[config.mk]
export PLATFORM = sky130hd
export DESIGN_NAME = gtpi_timer
export DESIGN_NICKNAME = d
export VERILOG_FILES = /design/src/gtpi_pkg.sv /design/src/gtpi_timer.sv /design/src/gtpi_gate_sync.sv /design/src/gtpi_prescale.sv
export SDC_FILE = /design/constraint.sdc
export NUM_CORES = 1
export LEC_CHECK = 0
export BUFFER_PORTS_ARGS = -buffer_cell sky130_fd_sc_hd__buf_2
export CAP_MARGIN = 20
export CORE_UTILIZATION = 50
export DETAILED_ROUTE_END_ITERATION = 10
export PLACE_DENSITY = 0.71
export SETUP_SLACK_MARGIN = 0.1
export SLEW_MARGIN = 25
export SYNTH_ARGS = -nofsm -noshare
export SYNTH_HDL_FRONTEND = slang
export SYNTH_SLANG_ARGS = --single-unit
[constraint.sdc]
create_clock -name mclk -period 6.2 [get_ports mclk]
set_clock_uncertainty 0.05 [all_clocks]
set_input_delay 0.93 -clock mclk [delete_from_list [all_inputs] [get_ports mclk]]
set_output_delay 0.93 -clock mclk [all_outputs]
set_load 0.01 [all_outputs]
[src/gtpi_pkg.sv]
package gtpi_pkg;

  // Register byte offsets.
  localparam logic [7:0] GTPI_OFS_CTRL = 8'h00;
  localparam logic [7:0] GTPI_OFS_COUNT = 8'h04;
  localparam logic [7:0] GTPI_OFS_PERIOD = 8'h08;
  localparam logic [7:0] GTPI_OFS_FLAGS = 8'h0c;
  localparam logic [7:0] GTPI_OFS_ENABLE = 8'h10;
  localparam logic [7:0] GTPI_OFS_PRIO = 8'h14;

  // Field positions in the timer control word.
  localparam int GTPI_CTRL_ON_BIT = 15;
  localparam int GTPI_CTRL_GATE_BIT = 7;
  localparam int GTPI_CTRL_PS_LSB = 4;
  localparam int GTPI_CTRL_SYNC_BIT = 2;
  localparam int GTPI_CTRL_SRC_BIT = 1;

  // Field positions in the flag, enable and priority words.
  localparam int GTPI_EVT_MATCH_BIT = 0;
  localparam int GTPI_EVT_GATE_BIT = 1;
  localparam int GTPI_PRIO_LSB = 2;
  localparam int GTPI_SUBPRIO_LSB = 0;

  // Reset values and timing counts.
  localparam logic [15:0] GTPI_COUNT_RESET = 16'h0000;
  localparam logic [15:0] GTPI_PERIOD_RESET = 16'hffff;
  localparam logic [1:0] GTPI_RESYNC_TICKS = 2'h2;
  localparam logic [2:0] GTPI_PRIO_OFF = 3'h0;

  typedef enum logic [3:0] {
    GTPI_ST_IDLE = 4'b0001,
    GTPI_ST_RESYNC = 4'b0010,
    GTPI_ST_RUN = 4'b0100,
    GTPI_ST_HOLD = 4'b1000
  } gtpi_state_t;

  typedef struct packed {
    logic [7:0] addr;
    logic [31:0] wdata;
    logic wr;
    logic rd;
  } gtpi_bus_req_t;

  typedef struct packed {
    logic timer_on;
    logic gate_enable;
    logic [1:0] prescale_select;
    logic external_sync_enable;
    logic clock_source_select;
  } gtpi_ctrl_t;

  typedef struct packed {
    logic s1;
    logic s2;
    logic s3;
  } gtpi_sync_state_t;

  typedef struct packed {
    gtpi_ctrl_t ctrl;
    logic [15:0] count;
    logic [15:0] period;
    logic [1:0] status;
    logic [1:0] ie;
    logic [2:0] prio;
    logic [1:0] subprio;
    gtpi_state_t fsm;
    logic gate_open;
    logic [1:0] resync_cnt;
    logic [7:0] hold_cnt;
    logic [31:0] rdata;
    logic irq;
    logic claimed;
  } gtpi_core_state_t;

  localparam gtpi_core_state_t GTPI_CORE_RESET = '{
    ctrl: '0,
    count: GTPI_COUNT_RESET,
    period: GTPI_PERIOD_RESET,
    status: 2'h0,
    ie: 2'h0,
    prio: GTPI_PRIO_OFF,
    subprio: 2'h0,
    fsm: GTPI_ST_IDLE,
    gate_open: 1'b0,
    resync_cnt: 2'h0,
    hold_cnt: 8'h00,
    rdata: 32'h0000_0000,
    irq: 1'b0,
    claimed: 1'b0
  };

  // Division ratio selected by the two-bit prescale field.
  function automatic logic [8:0] gtpi_ratio(input logic [1:0] sel);
    case (sel)
      2'h0: gtpi_ratio = 9'h001;
      2'h1: gtpi_ratio = 9'h008;
      2'h2: gtpi_ratio = 9'h040;
      default: gtpi_ratio = 9'h100;
    endcase
  endfunction

endpackage

[src/gtpi_timer.sv]
`timescale 1ns/1ps
// How it works
// - Gated mode counts only the bus clock.
// - Gate rising edge starts prescaled counting.
// - Count equal to period wraps to zero.
// - Gated mode produces no match event.
// - Gate falling edge: event, stop, keep count.
// - Ratio N advances every Nth cycle.
// - Prescale select gives 1, 8, 64, 256.
// - Prescaler clears on reset, disable, count write.
// - External prescaler resync takes two clock edges.
// - External slow mode waits after enable.
// - Match value held N/2 ticks (one tick for N=1) before wrap.
// - Match or gate event can interrupt.
// - Flag set one cycle after the event, interrupt one cycle later.
// - Interrupt only while enable bit set.
// - Priority and subpriority; priority zero blocks interrupt.
// - Pin claimed only in gated/external sync modes.
module gtpi_timer (
  input wire logic mclk,
  input wire logic reset,
  input wire gtpi_pkg::gtpi_bus_req_t bus_req,
  input wire logic ext_clock_gate_pin,
  output logic [31:0] rdata,
  output logic irq,
  output logic gate_pin_claimed
);
  import gtpi_pkg::*;

  gtpi_core_state_t st_r;
  gtpi_core_state_t st_nxt;

  logic pin_level;
  logic pin_rise;
  logic pin_fall;
  logic ps_inc;
  logic ps_clr;
  logic gated;
  logic src_tick;
  logic tick_ok;
  logic slow_ext;
  logic count_wr;
  logic flags_rd;
  logic match_evt;
  logic gate_evt;
  logic [8:0] ratio;
  logic [7:0] hold_len;

  gtpi_gate_sync u_sync (
    .mclk(mclk),
    .reset(reset),
    .din(ext_clock_gate_pin),
    .level(pin_level),
    .rise(pin_rise),
    .fall(pin_fall)
  );

  gtpi_prescale #(
    .CNT_W(8)
  ) u_prescale (
    .mclk(mclk),
    .reset(reset),
    .clr(ps_clr),
    .tick(tick_ok),
    .sel(st_r.ctrl.prescale_select),
    .inc(ps_inc)
  );

  // Gating applies only with the internal clock selected; the sync setting plays no part.
  assign gated = st_r.ctrl.gate_enable & ~st_r.ctrl.clock_source_select;
  assign src_tick = st_r.ctrl.clock_source_select ? pin_rise : 1'b1;
  // A cleared on bit stops counting at once rather than one cycle later.
  assign tick_ok = st_r.ctrl.timer_on & src_tick & (~gated | st_r.gate_open);
  assign ratio = gtpi_ratio(st_r.ctrl.prescale_select);
  assign hold_len = (ratio == 9'h001) ? 8'h01 : 8'(ratio >> 1);
  assign slow_ext = st_r.ctrl.clock_source_select & (ratio != 9'h001);
  assign count_wr = bus_req.wr & (bus_req.addr == GTPI_OFS_COUNT);
  assign flags_rd = bus_req.rd & (bus_req.addr == GTPI_OFS_FLAGS);

  // The prescaler is held clear outside normal counting, so a wrap or a
  // resync always restarts a full prescale period.
  assign ps_clr = (st_r.fsm != GTPI_ST_RUN) | ~st_r.ctrl.timer_on | count_wr;

  assign match_evt = (st_r.fsm == GTPI_ST_RUN) & ps_inc & ~gated & ~count_wr &
                     (st_r.count != st_r.period) &
                     (16'(st_r.count + 16'h0001) == st_r.period);
  assign gate_evt = st_r.ctrl.timer_on & gated & st_r.gate_open & pin_fall;

  always_comb begin
    st_nxt = st_r;

    case (st_r.fsm)
      GTPI_ST_IDLE: begin
        if (st_r.ctrl.timer_on) begin
          st_nxt.resync_cnt = 2'h0;
          st_nxt.fsm = slow_ext ? GTPI_ST_RESYNC : GTPI_ST_RUN;
        end
      end
      GTPI_ST_RESYNC: begin
        if (pin_rise) begin
          if (st_r.resync_cnt == GTPI_RESYNC_TICKS - 2'h1) begin
            st_nxt.fsm = GTPI_ST_RUN;
          end else begin
            st_nxt.resync_cnt = st_r.resync_cnt + 2'h1;
          end
        end
      end
      GTPI_ST_RUN: begin
        if (st_r.count == st_r.period) begin
          if (tick_ok) begin
            if (hold_len == 8'h01) begin
              st_nxt.count = GTPI_COUNT_RESET;
            end else begin
              st_nxt.hold_cnt = hold_len - 8'h01;
              st_nxt.fsm = GTPI_ST_HOLD;
            end
          end
        end else if (ps_inc) begin
          st_nxt.count = st_r.count + 16'h0001;
        end
      end
      GTPI_ST_HOLD: begin
        if (tick_ok) begin
          if (st_r.hold_cnt == 8'h01) begin
            st_nxt.count = GTPI_COUNT_RESET;
            st_nxt.fsm = GTPI_ST_RUN;
          end else begin
            st_nxt.hold_cnt = st_r.hold_cnt - 8'h01;
          end
        end
      end
      default: begin
        st_nxt.fsm = GTPI_ST_IDLE;
      end
    endcase

    // The gate opens on a rising edge and closes on a falling one; the count
    // is left where it stopped for software to collect.
    if (!st_r.ctrl.timer_on || !gated) begin
      st_nxt.gate_open = 1'b0;
    end else if (pin_rise) begin
      st_nxt.gate_open = 1'b1;
    end else if (pin_fall) begin
      st_nxt.gate_open = 1'b0;
    end

    if (!st_r.ctrl.timer_on) begin
      st_nxt.fsm = GTPI_ST_IDLE;
    end

    // Register writes.
    if (bus_req.wr) begin
      case (bus_req.addr)
        GTPI_OFS_CTRL: begin
          st_nxt.ctrl.timer_on = bus_req.wdata[GTPI_CTRL_ON_BIT];
          st_nxt.ctrl.gate_enable = bus_req.wdata[GTPI_CTRL_GATE_BIT];
          st_nxt.ctrl.prescale_select = bus_req.wdata[GTPI_CTRL_PS_LSB +: 2];
          st_nxt.ctrl.external_sync_enable = bus_req.wdata[GTPI_CTRL_SYNC_BIT];
          st_nxt.ctrl.clock_source_select = bus_req.wdata[GTPI_CTRL_SRC_BIT];
        end
        GTPI_OFS_COUNT: begin
          // A slow external clock needs the prescaler resynchronised first.
          st_nxt.count = bus_req.wdata[15:0];
          st_nxt.resync_cnt = 2'h0;
          if (st_r.ctrl.timer_on) begin
            st_nxt.fsm = slow_ext ? GTPI_ST_RESYNC : GTPI_ST_RUN;
          end
        end
        GTPI_OFS_PERIOD: begin
          st_nxt.period = bus_req.wdata[15:0];
        end
        GTPI_OFS_ENABLE: begin
          st_nxt.ie = bus_req.wdata[1:0];
        end
        GTPI_OFS_PRIO: begin
          st_nxt.prio = bus_req.wdata[GTPI_PRIO_LSB +: 3];
          st_nxt.subprio = bus_req.wdata[GTPI_SUBPRIO_LSB +: 2];
        end
        default: begin
        end
      endcase
    end

    // Reading the flag word clears it; an event in that same cycle survives.
    st_nxt.status = (flags_rd ? 2'h0 : st_r.status) |
                    {gate_evt, match_evt};

    // Read data appear in the cycle after the strobe and read zero elsewhere.
    st_nxt.rdata = 32'h0000_0000;
    if (bus_req.rd) begin
      case (bus_req.addr)
        GTPI_OFS_CTRL: begin
          st_nxt.rdata[GTPI_CTRL_ON_BIT] = st_r.ctrl.timer_on;
          st_nxt.rdata[GTPI_CTRL_GATE_BIT] = st_r.ctrl.gate_enable;
          st_nxt.rdata[GTPI_CTRL_PS_LSB +: 2] = st_r.ctrl.prescale_select;
          st_nxt.rdata[GTPI_CTRL_SYNC_BIT] = st_r.ctrl.external_sync_enable;
          st_nxt.rdata[GTPI_CTRL_SRC_BIT] = st_r.ctrl.clock_source_select;
        end
        GTPI_OFS_COUNT: begin
          st_nxt.rdata[15:0] = st_r.count;
        end
        GTPI_OFS_PERIOD: begin
          st_nxt.rdata[15:0] = st_r.period;
        end
        GTPI_OFS_FLAGS: begin
          st_nxt.rdata[1:0] = st_r.status;
        end
        GTPI_OFS_ENABLE: begin
          st_nxt.rdata[1:0] = st_r.ie;
        end
        GTPI_OFS_PRIO: begin
          st_nxt.rdata[GTPI_PRIO_LSB +: 3] = st_r.prio;
          st_nxt.rdata[GTPI_SUBPRIO_LSB +: 2] = st_r.subprio;
        end
        default: begin
        end
      endcase
    end

    // Subpriority only orders service at the controller; it never gates.
    st_nxt.irq = (|(st_r.status & st_r.ie)) & (st_r.prio != GTPI_PRIO_OFF);

    st_nxt.claimed = st_r.ctrl.timer_on &
                     (gated | (st_r.ctrl.clock_source_select &
                               st_r.ctrl.external_sync_enable));
  end

  always_ff @(posedge mclk) begin
    if (reset) begin
      st_r <= GTPI_CORE_RESET;
    end else begin
      st_r <= st_nxt;
    end
  end

  assign rdata = st_r.rdata;
  assign irq = st_r.irq;
  assign gate_pin_claimed = st_r.claimed;

  chk_gated_no_match: assert property (
    @(posedge mclk) disable iff (reset)
    gated |=> !st_r.status[GTPI_EVT_MATCH_BIT] || $past(st_r.status[GTPI_EVT_MATCH_BIT]))
  else $error("Match flag set in gated mode.");

  chk_wrap_zero: assert property (
    @(posedge mclk) disable iff (reset)
    (st_r.fsm == GTPI_ST_RUN && st_r.count == st_r.period && tick_ok &&
     hold_len == 8'h01 && !count_wr) |=> st_r.count == 16'h0000)
  else $error("Count did not wrap after matching the period.");

  chk_gate_hold_count: assert property (
    @(posedge mclk) disable iff (reset)
    gate_evt ##1 (!count_wr && !pin_rise) |=> $stable(st_r.count))
  else $error("Count moved after the gate closed.");

  chk_flag_latency: assert property (
    @(posedge mclk) disable iff (reset)
    (match_evt || gate_evt) |=> (st_r.status != 2'h0) ##1 (st_r.irq == ($past(st_r.prio) != GTPI_PRIO_OFF &&
      |($past(st_r.status) & $past(st_r.ie)))))
  else $error("Event flag late or interrupt mismatched.");

  chk_irq_enable: assert property (
    @(posedge mclk) disable iff (reset)
    ((st_r.status & st_r.ie) == 2'h0) |=> !st_r.irq)
  else $error("Interrupt raised with no enabled flag.");

  chk_prio_zero: assert property (
    @(posedge mclk) disable iff (reset)
    (st_r.prio == GTPI_PRIO_OFF) |=> !st_r.irq)
  else $error("Interrupt raised at priority zero.");

  chk_pin_claim: assert property (
    @(posedge mclk) disable iff (reset)
    (!st_r.ctrl.timer_on || (!gated && !st_r.ctrl.clock_source_select)) |=> !gate_pin_claimed)
  else $error("Pin claimed outside gated or external modes.");

  chk_resync_stall: assert property (
    @(posedge mclk) disable iff (reset)
    (st_r.fsm == GTPI_ST_RESYNC && !count_wr) |=> $stable(st_r.count))
  else $error("Count advanced during prescaler resync.");

  chk_hold_value: assert property (
    @(posedge mclk) disable iff (reset)
    (st_r.fsm == GTPI_ST_HOLD && !count_wr && !bus_req.wr) |=>
      $stable(st_r.count) || st_r.count == 16'h0000)
  else $error("Count left the match value during hold.");

  chk_flag_sticky: assert property (
    @(posedge mclk) disable iff (reset)
    (st_r.status[GTPI_EVT_GATE_BIT] && !flags_rd) |=> st_r.status[GTPI_EVT_GATE_BIT])
  else $error("Gate flag cleared without a read.");

  chk_disable_stops_count: assert property (
    @(posedge mclk) disable iff (reset)
    (!st_r.ctrl.timer_on && !count_wr) |=> $stable(st_r.count))
  else $error("Count moved while the timer was off.");

  chk_gate_opens: assert property (
    @(posedge mclk) disable iff (reset)
    (st_r.ctrl.timer_on && gated && pin_rise) |=> st_r.gate_open)
  else $error("Gate did not open on a rising edge.");

  chk_gate_closes: assert property (
    @(posedge mclk) disable iff (reset)
    gate_evt |=> !st_r.gate_open)
  else $error("Gate still open after a falling edge.");

  chk_gate_flag_set: assert property (
    @(posedge mclk) disable iff (reset)
    gate_evt |=> st_r.status[GTPI_EVT_GATE_BIT])
  else $error("Gate event did not set its flag.");

  chk_match_value: assert property (
    @(posedge mclk) disable iff (reset)
    (match_evt && !bus_req.wr) |=> st_r.count == st_r.period)
  else $error("Match event without the count at the period.");

  chk_hold_enter: assert property (
    @(posedge mclk) disable iff (reset)
    (st_r.fsm == GTPI_ST_RUN && st_r.count == st_r.period && tick_ok && hold_len != 8'h01 && !bus_req.wr) |=>
      (st_r.fsm == GTPI_ST_HOLD && $stable(st_r.count)))
  else $error("Match value not held after the match.");

  chk_resync_wait: assert property (
    @(posedge mclk) disable iff (reset)
    (st_r.fsm == GTPI_ST_RESYNC && st_r.ctrl.timer_on && !pin_rise && !bus_req.wr) |=> st_r.fsm == GTPI_ST_RESYNC)
  else $error("Resync left without a pin edge.");

  chk_claim_gated: assert property (
    @(posedge mclk) disable iff (reset)
    (st_r.ctrl.timer_on && gated) |=> gate_pin_claimed)
  else $error("Pin not claimed in gated mode.");

  chk_count_read: assert property (
    @(posedge mclk) disable iff (reset)
    ($past(bus_req.rd) && $past(bus_req.addr) == GTPI_OFS_COUNT) |-> rdata[15:0] == $past(st_r.count))
  else $error("Count read did not return the count.");

endmodule // gtpi_timer

[src/gtpi_gate_sync.sv]
`timescale 1ns/1ps
module gtpi_gate_sync (
  input wire logic mclk,
  input wire logic reset,
  input wire logic din,
  output logic level,
  output logic rise,
  output logic fall
);
  import gtpi_pkg::*;

  gtpi_sync_state_t st_r;
  gtpi_sync_state_t st_nxt;

  always_comb begin
    st_nxt = st_r;
    st_nxt.s1 = din;
    st_nxt.s2 = st_r.s1;
    st_nxt.s3 = st_r.s2;
  end

  always_ff @(posedge mclk) begin
    if (reset) begin
      st_r <= '0;
    end else begin
      st_r <= st_nxt;
    end
  end

  // Edges are taken only between the second and third stages.
  assign level = st_r.s2;
  assign rise = st_r.s2 & ~st_r.s3;
  assign fall = ~st_r.s2 & st_r.s3;

  chk_sync_rise_delay: assert property (
    @(posedge mclk) disable iff (reset)
    rise |-> $past(din, 2) && !$past(din, 3))
  else $error("Gate rise not two cycles after pin rise.");

endmodule // gtpi_gate_sync

[src/gtpi_prescale.sv]
`timescale 1ns/1ps
module gtpi_prescale #(
  parameter int CNT_W = 8
) (
  input wire logic mclk,
  input wire logic reset,
  input wire logic clr,
  input wire logic tick,
  input wire logic [1:0] sel,
  output logic inc
);
  import gtpi_pkg::*;

  typedef struct packed {
    logic [CNT_W-1:0] cnt;
  } gtpi_ps_state_t;

  gtpi_ps_state_t st_r;
  gtpi_ps_state_t st_nxt;
  logic terminal;

  assign terminal = (st_r.cnt == CNT_W'(gtpi_ratio(sel) - 9'h001));
  assign inc = tick & terminal & ~clr;

  always_comb begin
    st_nxt = st_r;
    if (clr) begin
      st_nxt.cnt = '0;
    end else if (tick) begin
      st_nxt.cnt = terminal ? '0 : CNT_W'(st_r.cnt + 1'b1);
    end
  end

  // The synchronous reset doubles as the non-power-on device reset.
  always_ff @(posedge mclk) begin
    if (reset) begin
      st_r <= '0;
    end else begin
      st_r <= st_nxt;
    end
  end

  chk_prescale_clear: assert property (
    @(posedge mclk) disable iff (reset)
    clr |=> st_r.cnt == '0)
  else $error("Prescale counter not cleared.");

  chk_prescale_spacing: assert property (
    @(posedge mclk) disable iff (reset)
    (inc && sel != 2'h0) |=> !inc)
  else $error("Prescaled increments too close together.");

endmodule // gtpi_prescale

==> results of run 1 <==
## cells by family (layout without fill, tap and decap cells)
family / Yosys count / in the layout
AO/OA/AOI/OAI: 153 / 153
XOR/XNOR: 28 / 28
adder cells (fa/ha/maj): 7 / 7
buffers and inverters: 90 / 79
flip-flops: 91 / 91
multiplexers: 22 / 22
other: 1 / 16
AND/OR/NAND/NOR: 286 / 286
## sequential cells by signal, summed over array words and instances (netlist names)
signal / flops
irq: 1
st_r: 62
u_sync.st_r: 1
u_sync.level: 1
rdata: 16
u_prescale.st_r: 8
gate_pin_claimed: 1
u_sync.st_nxt: 1
## placed cells by master, fill, tap and decap left out, types with 15 or more instances in the layout
| cell type | Yosys | layout |
|---|---|---|
| conb_1 | 1 | 16 |
| o21ai_0 | 29 | 29 |
| inv_1 | 15 | 15 |
| a21oi_1 | 28 | 28 |
| nand4_1 | 19 | 19 |
| nor2_1 | 63 | 62 |
| nand2_1 | 75 | 75 |
| xor2_1 | 16 | 16 |
| nor4_1 | 16 | 16 |
| buf_2 | 5 | 46 |
| mux2i_1 | 19 | 19 |
| nor3_1 | 17 | 17 |
| dfxtp_1 | 91 | 91 |
| a22oi_1 | 15 | 15 |
| nand3_1 | 34 | 34 |
## per-layer routing
metal  track usage, %  vias up
li1                 -     2437
met1             35.5     2405
met2             43.2      238
met3             6.18       36
met4             12.8        0
met5                0        -
## power groups by stage
stage | clock network (uW) | logic [uW] | registers (uW)
global route | 434 | 53.6 | 586
global placement | 0 | 47.7 | 600
CTS | 409 | 48.6 | 586
floorplan | 0 | 35.1 | 599
detailed placement | 0 | 48.5 | 600
finish | 399 | 49.4 | 586
## final timing paths
| check | endpoint | slack (ns) | depth (start not counted) |
|---|---|---|---|
| min reg2reg | u_sync.level$_SDFF_PP0_ | 0.41 | 1 |
| max | st_r[84]$_SDFF_PP0_ | 2.57 | 9 |
| max reg2reg | st_r[84]$_SDFF_PP0_ | 2.57 | 9 |
| min | u_sync.level$_SDFF_PP0_ | 0.41 | 1 |
## cell type report
type,count,area share [%]
inverter,15,0.999
timing repair buffer,50,4.62
tap,136,3.02
sequential,91,32.3
clock inverter,3,0.710
multi-input combinational,512,55.8
clock buffer,11,2.51
## through the flow
step                util [%]  instances  hold WS (ns)
floorplan                  -        693         0.364
global placement        52.6        804         0.374
detailed placement      52.6        804         0.386
CTS                     54.3        818         0.405
global route            54.3        818         0.416
finish                  54.3        818         0.411
==> summary.md, run 1 <==
| Metric | Value |
|---|---|
| Pwr Total | `1030 uW` |
| Tcrit/Tclk final | `58.5%` |
| Slowest stage delay, CP | `around 0.77 ns` |
| Critical-path cell list | `nor2_1, inv_1, ha_1, xnor2_1, a221oi_1, o2111ai_1, nor4_1, o22ai_1, a211oi_1` |
| Clk slew on worst S/H paths | `0.08 ns` |
| Initial DRC Count | `539` |
| Core footprint | `0.0104 sq mm` |
| Setup crit end kind | `flop` |
| Met3 wire length | `roughly 1000 um` |
| # fillers | `1026` |
| Share of post-route cells with drive strength above 1 | `10.9%` |
| Max-cap viol count | `0` |
| Comb pwr share | `4.8%` |
| Area of the multi-input gates | `between 0.003 and 0.004 sq mm` |
| Unrepaired setup endpoints after global routing | `false` |
| Post-cts sizing count | `0` |
| Compound-cell area share of the yosys netlist | `19.9%` |
| Die Ht | `106 um` |
| Area grow syn2layout | `4.74%` |
| Max-slew violation count | `0` |
| Buffers on Ports | `46` |
| Critical Path Start | `st_r[93]$_SDFFE_PP0P_` |
| Num ports | `79` |
| CP bufs+invs | `1` |
| Hold_sp | `u_sync.st_nxt[1]$_SDFF_PP0_` |
| Dominant cell type by area after synthesis | `dfxtp_1` |
| Critical path peak fanout | `10` |
| Most instantiated cells after synthesis | `dfxtp_1, nand2_1, nor2_1` |
| EDFF count, synth | `0` |
| Reg power frac | `56.6%` |
| Synth Warn # | `0` |
| CTS tree | `done` |
| Skew-Pair Late Insertion Delay | `0.39 ns` |
| DRC | `0` |
| RR Startpoint | `st_r[93]$_SDFFE_PP0P_` |
| Pwr Density | `184 mW/mm^2` |
| VDD IR max | `between 0.0001 and 0.00015 V` |
| Uppermost layer routed | `met4` |
| Total GRT Usage | `a little over a quarter` |
| Hold Buf Count CTS | `0` |
| Seq/Total Area, Yosys | `33.9%` |
| Number of global-route vias before repair | `4604` |
| Critical Path Slowest Stage Cell | `nor4_1` |
| Synth top area share | `33.9%` |
| Nets | `731` |
| Postcts setup bufs | `0` |
| Psw | `244 uW` |
| Ys flop type | `dfxtp_1` |
| Via density per instance | `6.25` |
| Synth unique cells | `68` |
| First-pass GRT wire length | `23800 um` |
| Overflow after GRT | `0` |
| Relative slew slack | `27.6%` |
| CTS Root Cell | `clkbuf_8` |
| Critical path startpoint category | `flop` |
| Initial antenna violation count | `0` |
| Synth top area cells | `dfxtp_1, nand2_1, buf_4, nor2_1, mux2i_1` |
| Number of synthesized register bits | `91` |
| Detail Placement HPWL | `about 11000 um` |
| Antenna diodes | `0` |
| Netlist Area Pre-Place | `roughly 0.0054 sq mm` |
| Leak | `0.00206 uW` |
| Met2 layer wire length in the routed design | `6990 um` |
| XOR/XNOR Fraction of Synth Area | `under 10%` |
| Clock sink count | `91` |
| Multiplexer area fraction after synthesis | `4.16%` |
| Final WS setup | `2.57 ns` |
| WP data required | `between 6 and 7 ns` |
| Cell family with most CP delay | `compound AO/OA/AOI/OAI gates` |
| Async SR Flop Fraction | `0%` |
| Synth Instances | `between 600 and 700` |
| FMAX | `276 MHz` |
| Critical path arrival | `3.88 ns` |
| Met1 Wirelength | `around 6500 um` |
| Final hold vios | `0` |
| Largest net degree at the start of global routing | `35` |
| Worst Max-Slew Pin Slew | `1.08 ns` |
| Avg WL per Cell | `18.3 um` |
| Syn Area/Cell | `between 7 and 8 sq um` |
| Outcome | `complete, no violations` |
| Initial Util | `51.9%` |
| DR pass1 iterations | `5` |
| HP Class | `reg2reg` |
| Fin Setup TNS | `0 ns` |
| H-tree lvl count | `3` |
| Crit path time final | `3.63 ns` |
| Switching Fraction | `23.6%` |
| Final GP Congestion | `around 0.94` |
| Vias | `5116` |
| Synth Area in Adders | `approximately 1.6%` |
| Post-route ant nets | `0` |
| Pre-CTS setup slack | `2.54 ns` |
| Setup CP Type | `reg2reg` |
| Final WL | `15000 um` |
| Row count | `37` |
| Clock share of power | `38.6%` |
| # setup viols final | `0` |
| Internal Power | `791 uW` |
| Register Area | `around 0.0018 sq mm` |
| Die area | `0.0112 sq mm` |
| Post-Synth Simple-Gate Area | `a little over a quarter` |
| Main combinational cell family by area after synthesis | `simple AND/OR/NAND/NOR gates` |
| Placed inst area | `0.00545 sq mm` |
| CTS buffer count | `9` |
| Die W | `106 um` |
| Top-count cell post-synth | `dfxtp_1` |
| Final instance area | `roughly 0.0056 sq mm` |
| CTS max path bufs | `2` |
Power figures use the tool's default switching activity.
==> inputs of run 2 (changes only) <==
==> constraint.sdc (replaced) <==
create_clock -name mclk -period 3.6 [get_ports mclk]
set_clock_uncertainty 0.05 [all_clocks]
set_input_delay 0.54 -clock mclk [delete_from_list [all_inputs] [get_ports mclk]]
set_output_delay 0.54 -clock mclk [all_outputs]
set_load 0.01 [all_outputs]
==> run 2 against run 1 <==
Via count increased by 3.0%. Register-to-register slack got worse by 2.2 ns. Sequential share of layout area decreased by 0.99 points. Wire length increased by 2.5%. Critical endpoint is now st_r[77]$_SDFF_PP0_. Final area increased by 3.2%. Combinational power increased by 77%. Sequential power increased by 72%. First-iteration DRC count decreased by 16%.
==> summary.md, run 2 (synthesis results as in run 1) <==
| Metric | Value |
|---|---|
| CTS Root Cell | `clkbuf_8` |
| Setup crit end kind | `flop` |
| Fin Setup TNS | `0 ns` |
| Clk slew on worst S/H paths | `approximately 0.09 ns` |
| Nets | `approximately 750` |
| Number of global-route vias before repair | `4871` |
| Pwr Density | `317 mW/mm^2` |
| First-pass GRT wire length | `around 25000 um` |
| Critical path startpoint category | `flop` |
| Final WL | `between 15000 and 20000 um` |
| Post-cts sizing count | `0` |
| Max-slew violation count | `0` |
| Critical path peak fanout | `12` |
| Cell family with most CP delay | `compound AO/OA/AOI/OAI gates` |
| Setup CP Type | `reg2reg` |
| Max-cap viol count | `0` |
| Tcrit/Tclk final | `89.5%` |
| Num ports | `79` |
| Hold Buf Count CTS | `0` |
| CTS tree | `done` |
| Initial Util | `51.9%` |
| Pwr Total | `between 1500 and 2000 uW` |
| Die Ht | `106 um` |
| Largest reg by FF count | `st_r` |
| CTS buffer count | `9` |
| Final GP Congestion | `approximately 0.95` |
| Outcome | `complete, no violations` |
| Vias | `between 5000 and 6000` |
| Post-route ant nets | `0` |
| VDD IR max | `0.000223 V` |
| DR pass1 iterations | `5` |
| Overflow after GRT | `0` |
| Total GRT Usage | `between 20% and 30%` |
| Largest net degree at the start of global routing | `34` |
| Final hold vios | `0` |
| Postcts setup bufs | `0` |
| Via density per instance | `6.29` |
| Row count | `37` |
| H-tree lvl count | `3` |
| Area grow syn2layout | `8.05%` |
| Critical Path Slowest Stage Cell | `a221oi_1` |
| Crit path time final | `3.22 ns` |
| Max FFs per register | `62` |
| Core footprint | `0.0104 sq mm` |
| # setup viols final | `0` |
| Detail Placement HPWL | `11200 um` |
| Initial antenna violation count | `0` |
| Avg WL per Cell | `18.3 um` |
| Die area | `roughly 0.011 sq mm` |
| Final instance area | `0.00581 sq mm` |
| Antenna diodes | `0` |
| Initial DRC Count | `451` |
| FMAX | `between 300 and 400 MHz` |
| Unrepaired setup endpoints after global routing | `false` |
| Worst Max-Slew Pin Slew | `0.828 ns` |
| HP Class | `in2reg` |
| WP data required | `about 3.8 ns` |
| Most frequent cells in the layout | `dfxtp_1, nand2_1, nor2_1, buf_2, nand3_1` |
| Buffers on Ports | `46` |
| Commonest non-fill, non-tap cell in the layout | `dfxtp_1` |
| Relative slew slack | `around 44%` |
| Die W | `106 um` |
| Leak | `about 0.0022 uW` |
| Slowest stage delay, CP | `about 0.40 ns` |
| Placed inst area | `0.00560 sq mm` |
| CTS max path bufs | `2` |
| Skew-Pair Late Insertion Delay | `around 0.37 ns` |
| Critical-path cell list | `nor2_1, inv_1, ha_1, xnor2_1, a221oi_1, o2111ai_1, nor3_1, buf_12, a211oi_1, a2111oi_0` |
| Clock sink count | `91` |
| Critical path arrival | `3.42 ns` |
| Share of post-route cells with drive strength above 1 | `13.2%` |
| DRC | `0` |
| CP bufs+invs | `2` |
[run 2: layer usage]
metal  up-vias  wire length, um  global-route usage (%)
met5         -                0                       0
met4         0              340                    11.6
met3        31             1270                    4.95
met2       251             7120                    45.2
met1      2506             6620                    36.1
li1       2480                -                       -
[run 2: layout make-up]
| cell class | count | area [sq um] |
|---|---|---|
| fill | 978 | 4560 |
| multi-input combinational | 512 | 3140 |
| sequential | 91 | 1820 |
| timing repair buffer | 68 | 408 |
| tap | 136 | 170 |
| clock buffer | 13 | 169 |
| inverter | 15 | 56.3 |
| clock inverter | 3 | 45.0 |
[run 2: path summary, 6_finish.rpt]
path	start	depth (start not counted)	slack, ns	endpoint
max reg2reg	st_r[93]$_SDFFE_PP0P_	10	0.38	st_r[77]$_SDFF_PP0_
max	st_r[93]$_SDFFE_PP0P_	10	0.38	st_r[77]$_SDFF_PP0_
min	ext_clock_gate_pin	2	0.33	u_sync.st_nxt[1]$_SDFF_PP0_
min reg2reg	st_r[50]$_SDFFE_PP0P_	2	0.41	st_r[50]$_SDFFE_PP0P_
[run 2: stage by stage]
step | worst slack, ns | utilization [%] | hold slack [ns] | std cells
2_1_floorplan | 0.776 | - | 0.364 | 693
3_3_place_gp | 0.533 | 54.0 | 0.398 | 822
3_5_place_dp | 0.437 | 54.0 | 0.400 | 822
4_1_cts | 0.394 | 56.1 | 0.334 | 838
5_1_grt | 0.118 | 56.1 | 0.343 | 838
6_report | 0.377 | 56.1 | 0.333 | 838
[run 2: power by group]
group / switching [uW] / internal [uW]
logic: 62.1 / 25.2
clock network: 366 / 379
registers: 1.66 / 1010
